--- config.mk ---
export PLATFORM = sky130hd
export DESIGN_NAME = fgp_port
export DESIGN_NICKNAME = d
export VERILOG_FILES = /design/src/inc/fgp_pkg.sv /design/src/verilog/fgp_pin_irq.sv /design/src/verilog/fgp_port.sv
export VERILOG_INCLUDE_DIRS = /design/src /design/src/inc
export SDC_FILE = /design/constraint.sdc
export NUM_CORES = 1
export LEC_CHECK = 0
export BUFFER_PORTS_ARGS = -buffer_cell sky130_fd_sc_hd__buf_2
export CORE_MARGIN = 2
export CORE_UTILIZATION = 45
export CTS_BUF_LIST = sky130_fd_sc_hd__clkbuf_16
export CTS_CLUSTER_DIAMETER = 30
export DETAILED_ROUTE_END_ITERATION = 12
export PLACE_DENSITY_LB_ADDON = 0.12
export SLEW_MARGIN = 20
export SYNTH_ARGS = -nofsm -noshare
export SYNTH_HDL_FRONTEND = slang
export SYNTH_SLANG_ARGS = --single-unit
--- constraint.sdc ---
create_clock -name ref_clk -period 2.4 [get_ports ref_clk]
set_input_delay 0.36 -clock ref_clk [delete_from_list [all_inputs] [get_ports ref_clk]]
set_output_delay 0.36 -clock ref_clk [all_outputs]
set_load 0.005 [all_outputs]
--- src/inc/fgp_cfg.svh ---
// Constants for the fast GPIO port with pin multiplexer
`ifndef FGP_CFG_SVH
`define FGP_CFG_SVH
`define FGP_PINS 12
`define FGP_FSEL_W 3
`define FGP_PULL_W 2
`define FGP_I2C_PIN_A 4
`define FGP_I2C_PIN_B 5
`define FGP_WIN_LSB 14
`define FGP_WIN_BASE 18'h0_2000
`define FGP_OFF_DATA 14'h0000
`define FGP_OFF_DIR 14'h0004
`define FGP_OFF_SET 14'h0008
`define FGP_OFF_CLR 14'h000C
`define FGP_OFF_SENSE 14'h0010
`define FGP_OFF_BOTH 14'h0014
`define FGP_OFF_EVENT 14'h0018
`define FGP_OFF_IEN 14'h001C
`define FGP_OFF_RAW 14'h0020
`define FGP_OFF_ICLR 14'h0024
`define FGP_OFF_MASKED 14'h0028
`define FGP_OFF_CFG0 14'h0100
`define FGP_CFG_IDX_LSB 2
`define FGP_CFG_IDX_W 4
`define FGP_FSEL_LSB 0
`define FGP_PULL_LSB 3
`define FGP_FSEL_GPIO 3'h0
`define FGP_PULL_NONE 2'h0
`define FGP_PULL_UP 2'h1
`define FGP_PULL_DOWN 2'h2
`define FGP_NFUNC 4
`endif

--- src/inc/fgp_pkg.sv ---
// Types for the fast GPIO port with pin multiplexer
`include "fgp_cfg.svh"
package fgp_pkg;
  typedef logic [`FGP_PINS-1:0] fgp_vec_t;
  typedef struct packed {
    logic valid;
    logic write;
    logic [31:0] addr;
    logic [31:0] wdata;
  } fgp_acc_s;
  typedef struct packed {
    logic [`FGP_PULL_W-1:0] pull;
    logic [`FGP_FSEL_W-1:0] fsel;
  } fgp_pin_cfg_s;
  typedef struct packed {
    fgp_vec_t sense;
    fgp_vec_t both;
    fgp_vec_t event_hi;
    fgp_vec_t enable;
  } fgp_irq_cfg_s;
endpackage

--- src/verilog/fgp_pin_irq.sv ---
// Per-pin interrupt detector: level, rising, falling or both edges
`timescale 1ns/1ps
`default_nettype none
module fgp_pin_irq (
  input wire logic ref_clk,
  input wire logic rst_b,
  input wire logic pin_now,
  input wire logic pin_prev,
  input wire logic level_mode,
  input wire logic both_edges,
  input wire logic active_high,
  input wire logic clear,
  output logic flag
);
  logic rise;
  logic fall;
  logic edge_hit;
  logic edge_flag;

  // Edge qualifiers from the registered pin history
  assign rise = pin_now & ~pin_prev;
  assign fall = ~pin_now & pin_prev;
  assign edge_hit = both_edges ? (rise | fall) : (active_high ? rise : fall);

  // Sticky edge flag; a new edge beats a clear in the same cycle
  always_ff @(posedge ref_clk or negedge rst_b) begin
    if (!rst_b) begin
      edge_flag <= 1'b0;
    end else if (!level_mode && edge_hit) begin
      edge_flag <= 1'b1;
    end else if (clear || level_mode) begin
      edge_flag <= 1'b0;
    end
  end

  // Level mode follows the pin, no latching
  assign flag = level_mode ? (pin_now == active_high) : edge_flag;
endmodule
`default_nettype wire

--- src/verilog/fgp_port.sv ---
// Fast GPIO port with per-pin function multiplexer and pin interrupts
//
// Function
// Pins not given to a peripheral are driven and sampled through the port registers.
// Each pin's direction is a separate bit software may change at any time.
// One write to the set or clear register changes only the selected output bits.
// One write to the data register replaces the whole output value.
// Each pin can interrupt on level, rising edge, falling edge or both edges.
// A per-pin config register selects which on-chip function owns the pin.
// Software should map a peripheral to its pins before enabling it.
// All pin flags merge onto one interrupt request line.
// Registers are a dedicated fast slave with single-cycle access.
// The register window is a fixed 16 kB space decoded from the upper address bits.
// After reset every pin is an input with pull-up, except the two I2C pins.
// Config registers hold a pull selection for every pin except the two I2C pins.
// Edge interrupts latch until cleared; level interrupts follow the pin.
`timescale 1ns/1ps
`default_nettype none
`include "fgp_cfg.svh"
module fgp_port (
  input wire logic ref_clk,
  input wire logic rst_b,
  input wire fgp_pkg::fgp_acc_s acc,
  output logic [31:0] rd_data,
  output logic rd_valid,
  input wire fgp_pkg::fgp_vec_t pin_in,
  output fgp_pkg::fgp_vec_t pin_out,
  output fgp_pkg::fgp_vec_t pin_oe_b,
  output fgp_pkg::fgp_vec_t pull_up_en,
  output fgp_pkg::fgp_vec_t pull_down_en,
  input wire logic [`FGP_NFUNC*`FGP_PINS-1:0] periph_out,
  input wire logic [`FGP_NFUNC*`FGP_PINS-1:0] periph_oe,
  output fgp_pkg::fgp_vec_t periph_in,
  output logic irq
);
  import fgp_pkg::*;

  fgp_vec_t out_reg;
  fgp_vec_t dir_reg;
  fgp_vec_t pin_q;
  fgp_vec_t pin_prev;
  fgp_vec_t raw_flag;
  fgp_vec_t clr_pulse;
  fgp_irq_cfg_s icfg;
  fgp_pin_cfg_s pcfg [`FGP_PINS];
  logic hit;
  logic wr;
  logic [13:0] off;
  logic [`FGP_CFG_IDX_W-1:0] cfg_idx;
  logic cfg_hit;
  fgp_vec_t wvec;
  fgp_vec_t next_out;
  fgp_vec_t next_oe_b;
  logic [31:0] next_rd;

  //////////////////////////////////////////////////////////////////////////////
  // Address decode

  // Window is selected by the bits above the 16 kB boundary only
  assign hit = acc.valid && (acc.addr[31:`FGP_WIN_LSB] == `FGP_WIN_BASE);
  assign wr = hit && acc.write;
  assign off = acc.addr[`FGP_WIN_LSB-1:0];
  assign cfg_idx = off[`FGP_CFG_IDX_LSB +: `FGP_CFG_IDX_W];
  assign cfg_hit = (off[13:`FGP_CFG_IDX_LSB+`FGP_CFG_IDX_W] ==
                    `FGP_OFF_CFG0 >> (`FGP_CFG_IDX_LSB+`FGP_CFG_IDX_W))
                   && (cfg_idx < `FGP_CFG_IDX_W'(`FGP_PINS));
  assign wvec = acc.wdata[`FGP_PINS-1:0];

  //////////////////////////////////////////////////////////////////////////////
  // Port data and direction

  // Output latch: whole-port write, set and clear masks
  always_ff @(posedge ref_clk or negedge rst_b) begin
    if (!rst_b) begin
      out_reg <= '0;
    end else if (wr && off == `FGP_OFF_DATA) begin
      out_reg <= wvec;
    end else if (wr && off == `FGP_OFF_SET) begin
      out_reg <= out_reg | wvec;
    end else if (wr && off == `FGP_OFF_CLR) begin
      out_reg <= out_reg & ~wvec;
    end
  end

  // Direction, one bit per pin, 1 means output; reset to all inputs
  always_ff @(posedge ref_clk or negedge rst_b) begin
    if (!rst_b) begin
      dir_reg <= '0;
    end else if (wr && off == `FGP_OFF_DIR) begin
      dir_reg <= wvec;
    end
  end

  // Pin sampling history, inputs are already synchronous
  always_ff @(posedge ref_clk or negedge rst_b) begin
    if (!rst_b) begin
      pin_q <= '0;
      pin_prev <= '0;
    end else begin
      pin_q <= pin_in;
      pin_prev <= pin_q;
    end
  end

  //////////////////////////////////////////////////////////////////////////////
  // Pin configuration and multiplexer

  // Per-pin function select and pull; I2C pins keep no pull bits
  always_ff @(posedge ref_clk or negedge rst_b) begin
    if (!rst_b) begin
      for (int i = 0; i < `FGP_PINS; i++) begin
        pcfg[i].fsel <= `FGP_FSEL_GPIO;
        pcfg[i].pull <= (i == `FGP_I2C_PIN_A || i == `FGP_I2C_PIN_B) ?
                        `FGP_PULL_NONE : `FGP_PULL_UP;
      end
    end else if (wr && cfg_hit) begin
      pcfg[cfg_idx].fsel <= acc.wdata[`FGP_FSEL_LSB +: `FGP_FSEL_W];
      if (cfg_idx != `FGP_CFG_IDX_W'(`FGP_I2C_PIN_A) &&
          cfg_idx != `FGP_CFG_IDX_W'(`FGP_I2C_PIN_B)) begin
        pcfg[cfg_idx].pull <= acc.wdata[`FGP_PULL_LSB +: `FGP_PULL_W];
      end
    end
  end

  // Mux: function 0 is the port, others come from peripherals; unknown codes float
  always_comb begin
    next_out = '0;
    next_oe_b = '1;
    for (int i = 0; i < `FGP_PINS; i++) begin
      if (pcfg[i].fsel == `FGP_FSEL_GPIO) begin
        next_out[i] = out_reg[i];
        next_oe_b[i] = ~dir_reg[i];
      end else if (32'(pcfg[i].fsel) < `FGP_NFUNC) begin
        next_out[i] = periph_out[32'(pcfg[i].fsel)*`FGP_PINS + i];
        next_oe_b[i] = ~periph_oe[32'(pcfg[i].fsel)*`FGP_PINS + i];
      end
    end
  end

  // Registered pad drive so every output comes from a flop
  always_ff @(posedge ref_clk or negedge rst_b) begin
    if (!rst_b) begin
      pin_out <= '0;
      pin_oe_b <= '1;
      for (int i = 0; i < `FGP_PINS; i++) begin
        pull_up_en[i] <= !(i == `FGP_I2C_PIN_A || i == `FGP_I2C_PIN_B);
      end
      pull_down_en <= '0;
      periph_in <= '0;
    end else begin
      pin_out <= next_out;
      pin_oe_b <= next_oe_b;
      periph_in <= pin_q; // Peripherals see every pin, mapped or not (R7 is software's)
      for (int i = 0; i < `FGP_PINS; i++) begin
        pull_up_en[i] <= (pcfg[i].pull == `FGP_PULL_UP);
        pull_down_en[i] <= (pcfg[i].pull == `FGP_PULL_DOWN);
      end
    end
  end

  //////////////////////////////////////////////////////////////////////////////
  // Interrupts

  // Interrupt configuration; reset leaves every source disabled
  always_ff @(posedge ref_clk or negedge rst_b) begin
    if (!rst_b) begin
      icfg <= '0;
    end else if (wr) begin
      if (off == `FGP_OFF_SENSE) icfg.sense <= wvec;
      if (off == `FGP_OFF_BOTH) icfg.both <= wvec;
      if (off == `FGP_OFF_EVENT) icfg.event_hi <= wvec;
      if (off == `FGP_OFF_IEN) icfg.enable <= wvec;
    end
  end

  assign clr_pulse = (wr && off == `FGP_OFF_ICLR) ? wvec : '0;

  // Detectors work on any pin regardless of its function
  for (genvar g = 0; g < `FGP_PINS; g++) begin : g_irq
    fgp_pin_irq u_det (
      .ref_clk(ref_clk),
      .rst_b(rst_b),
      .pin_now(pin_q[g]),
      .pin_prev(pin_prev[g]),
      .level_mode(icfg.sense[g]),
      .both_edges(icfg.both[g]),
      .active_high(icfg.event_hi[g]),
      .clear(clr_pulse[g]),
      .flag(raw_flag[g])
    );
  end

  // Single request line to the interrupt controller
  always_ff @(posedge ref_clk or negedge rst_b) begin
    if (!rst_b) begin
      irq <= 1'b0;
    end else begin
      irq <= |(raw_flag & icfg.enable);
    end
  end

  //////////////////////////////////////////////////////////////////////////////
  // Read path

  // Unmapped offsets read as zero; data reads the pins, not the latch
  always_comb begin
    next_rd = '0;
    if (cfg_hit) begin
      next_rd[`FGP_FSEL_LSB +: `FGP_FSEL_W] = pcfg[cfg_idx].fsel;
      next_rd[`FGP_PULL_LSB +: `FGP_PULL_W] = pcfg[cfg_idx].pull;
    end else begin
      unique case (off)
        `FGP_OFF_DATA: next_rd[`FGP_PINS-1:0] = pin_q;
        `FGP_OFF_SET: next_rd[`FGP_PINS-1:0] = out_reg;
        `FGP_OFF_DIR: next_rd[`FGP_PINS-1:0] = dir_reg;
        `FGP_OFF_SENSE: next_rd[`FGP_PINS-1:0] = icfg.sense;
        `FGP_OFF_BOTH: next_rd[`FGP_PINS-1:0] = icfg.both;
        `FGP_OFF_EVENT: next_rd[`FGP_PINS-1:0] = icfg.event_hi;
        `FGP_OFF_IEN: next_rd[`FGP_PINS-1:0] = icfg.enable;
        `FGP_OFF_RAW: next_rd[`FGP_PINS-1:0] = raw_flag;
        `FGP_OFF_MASKED: next_rd[`FGP_PINS-1:0] = raw_flag & icfg.enable;
        default: next_rd = '0;
      endcase
    end
  end

  // One-cycle read answer
  always_ff @(posedge ref_clk or negedge rst_b) begin
    if (!rst_b) begin
      rd_data <= '0;
      rd_valid <= 1'b0;
    end else begin
      rd_valid <= hit && !acc.write;
      rd_data <= (hit && !acc.write) ? next_rd : '0;
    end
  end
endmodule
`default_nettype wire
==> results.txt <==
Sequential-to-total area share from yosys stat - 39.6%
Top reg by flops - pcfg
Vert. Die Dim - 184 um
Peak Freq - 432 MHz
Cell Area, Synth - 14600 sq um
Wirelength, routed - 42600 um
H-tree levels - 2
Number of DRC markers in iteration 0 - 755
Asr flop ratio synth - 100%
Number of buffers added on ports - 229
Largest regs - pcfg x60, icfg x48
Slowest CP cell - nor4b_1
Initial Utilization - 45.3%
Yosys reg bits - 230
Worst relative slew slack - 43.7%
Clock sink count - 230
Number of routed nets with antenna violations - 0
Global-route wire length before repair - 66700 um
Slew Viols, Final - 0
First-pass DRT Iterations - 5
Area of the multi-input gates - 8040 sq um
Full die area - 34000 sq um
Period utilisation layout - 96.5%
Core area - 32300 sq um
Final #Nets - 1834
Unrepaired setup endpoints after global routing - true
CP Data Required Time - 2.88 ns
Final global-route overflow total - 0
CTS root buf - clkbuf_16
Post-Synthesis Cells - 1230
Worst path max stage delay - 0.64 ns
DR DRC count - 0
Register area - 5800 sq um
CTS Buffer Depth - 3
Synthesis Warnings - 0
Via count - 11400
Num CTS Buffers - 60
Main synth FF type - dfrtp_1
Pwr/cell area - 661 nW/um^2
Run status - finished, final reports clean
LEAKAGE - 0.00943 uW
Row count - 66
# diodes - 0
Clock-pin slew on the worst setup and hold paths - 0.04 ns
Final setup viols - 0
Initial antenna violation count - 0
Vias in the first global route - 11700
Largest net degree at the start of global routing - 73
Area growth syn-to-layout - 31.9%
Crit path max fanout - 14
Max reg flops - 60
Worst slew pin tran - 0.844 ns
Post-Syn Area per Cell - 11.9 sq um
CP startpoint kind - input port
IR drop worst, VDD - 0.546 mV
Wire per inst - 20.4 um
Pre-CTS setup slack - -0.500 ns
DPL Wire Length - 32300 um
Fill cells - 2688
Vias per cell - 5.47
Commonest non-fill, non-tap cell in the layout - buf_2
Critical path type - input port to register
Max Clock Skew - 0.0253 ns
HP Class - input port to register
# IOs - 270
Post-layout util - 59.8%
Total power - 12800 uW
CTS tree - done
Ratio of cells with drive above 1 in the final layout - 41.2%
Fin worst setup slack - 0.0840 ns
EDFF count, synth - 0
Crit path capture type - register
All-layer global routing usage - 25.6%
Post-route minimum period - 2.32 ns
RePlAce Congestion - 0.889
CP arrival - 2.80 ns
Hold Violations, Final - 0
Clock latency on the worst-skew pair - 0.59 ns
MaxCap Viol Count - 0
CP Cell Sequence - buf_2 > nor4b_1 > buf_4 > and4_1 > and3_2 > buf_12 > and4_1 > buf_4 > mux2i_1
Die width - 184 um
Synth cell types - 68
Most frequent cells in the layout - buf_2, dfrtp_1, buf_4
-- area by class of cell --
class,instances,share of cell area (%)
multi-input combinational,820,41.6
sequential,230,30.0
timing repair buffer,376,12.8
clock buffer,60,7.77
clock inverter,52,2.98
tap,442,2.86
inverter,102,1.98
-- cells in the mapped netlist (all sizes together), types with 2 or more instances --
| cell type | count | area (sq um) |
|---|---|---|
| or2 | 5 | 31.3 |
| a32oi | 2 | 17.5 |
| and4 | 2 | 17.5 |
| nor3 | 18 | 95.1 |
| dfstp | 32 | 841 |
| or3 | 3 | 18.8 |
| nor2 | 30 | 113 |
| mux2i | 77 | 771 |
| nand2b | 3 | 18.8 |
| inv | 101 | 379 |
| fa | 12 | 240 |
| o22ai | 3 | 18.8 |
| a211oi | 5 | 37.5 |
| a21oi | 58 | 290 |
| xnor2 | 16 | 140 |
| a222oi | 4 | 40.0 |
| ha | 56 | 701 |
| nand2 | 55 | 206 |
| or4 | 7 | 60.1 |
| buf | 62 | 437 |
| nor4 | 13 | 143 |
| a32o | 2 | 20.0 |
| nand3b | 6 | 45.0 |
| nor2b | 42 | 263 |
| mux2 | 87 | 1090 |
| and2 | 2 | 12.5 |
| nand3 | 22 | 148 |
| a31oi | 9 | 56.3 |
| dfrtp | 198 | 4950 |
| a221oi | 8 | 70.1 |
| nand4 | 16 | 211 |
| o31ai | 12 | 90.1 |
| or4b | 3 | 30.0 |
| o21ai | 82 | 410 |
| and3 | 2 | 12.5 |
| a22o | 3 | 26.3 |
| a22oi | 10 | 75.1 |
| mux4 | 89 | 2000 |
| nor4b | 7 | 104 |
| clkbuf | 35 | 131 |
| a21o | 4 | 30.0 |
| xor2 | 12 | 105 |
| a311oi | 8 | 70.1 |
-- kinds of logic (layout without fill, tap and decap cells) --
logic type / after synthesis / after routing / share of synthesized area, %
muxes: 253 / 253 / 26.4
and+or+nand+nor: 238 / 238 / 10.7
DFF: 230 / 230 / 39.6
AOI/OAI and AO/OA: 213 / 213 / 8.73
buffers and inverters: 199 / 590 / 6.49
adders and majority gates: 68 / 68 / 6.43
xor gates and xnor gates: 28 / 28 / 1.67
other: 1 / 20 / 0.0256
-- per-layer routing --
metal | GRT usage [%] | up-vias | wire length (um)
met2 | 42.0 | 380 | 20600
met3 | 3.54 | 44 | 2230
met5 | 0 | - | 0
met1 | 36.0 | 5765 | 19100
li1 | - | 5204 | -
met4 | 6.72 | 0 | 675
-- path summary, 6_finish.rpt --
kind | startpoint | end | slack (ns) | cells past startpoint
min reg2reg | pcfg[34] | pcfg[34] | 0.43 | 0
max in group asynchronous | rst_b | pull_up_en[7] | 1.26 | 3
max | acc[55] | pcfg[21] | 0.08 | 9
min | acc[5] | dir_reg[5] | 0.12 | 3
max reg2reg | pcfg[6] | pin_out[10] | 0.14 | 10
min in group asynchronous | rst_b | icfg[22] | 0.36 | 2
-- per-stage QoR --
stage / cell area, sq um / setup TNS (ns) / hold slack (ns) / cells
finish: 19300 / 0 / 0.125 / 2082
global route: 19300 / -0.0128 / 0.118 / 2082
CTS: 19200 / 0 / 0.0955 / 2079
detailed placement: 17000 / -47.43 / 0.389 / 1954
global placement: 17000 / -40.18 / 0.391 / 1954
floorplan: 14700 / 0 / 0.0644 / 1249
-- where the power goes --
part / leakage [uW] / total, uW / switching (uW) / internal [uW]
Clock: 0.00101 / 8050 / 2540 / 5510
Sequential: 0.00272 / 3950 / 30.5 / 3920
Combinational: 0.00570 / 760 / 417 / 343
Total: 0.00943 / 12800 / 2990 / 9780
-- timing repair --
action                                  in CTS  in global routing
gates resized for setup                      0                 11
endpoints found under the setup margin       0                  9
setup buffers                                0                  3
hold endpoints to repair                    73                  0
hold buffers                                13                  0
-- worst max-delay path, delay by kind of cell --
| kind | cells | cell delay [ns] |
|---|---|---|
| buffers and inverters | 4 | 0.70 |
| multiplexers | 1 | 0.20 |
| AND/OR/NAND/NOR | 4 | 1.53 |
(Power assumes the default switching activity.)
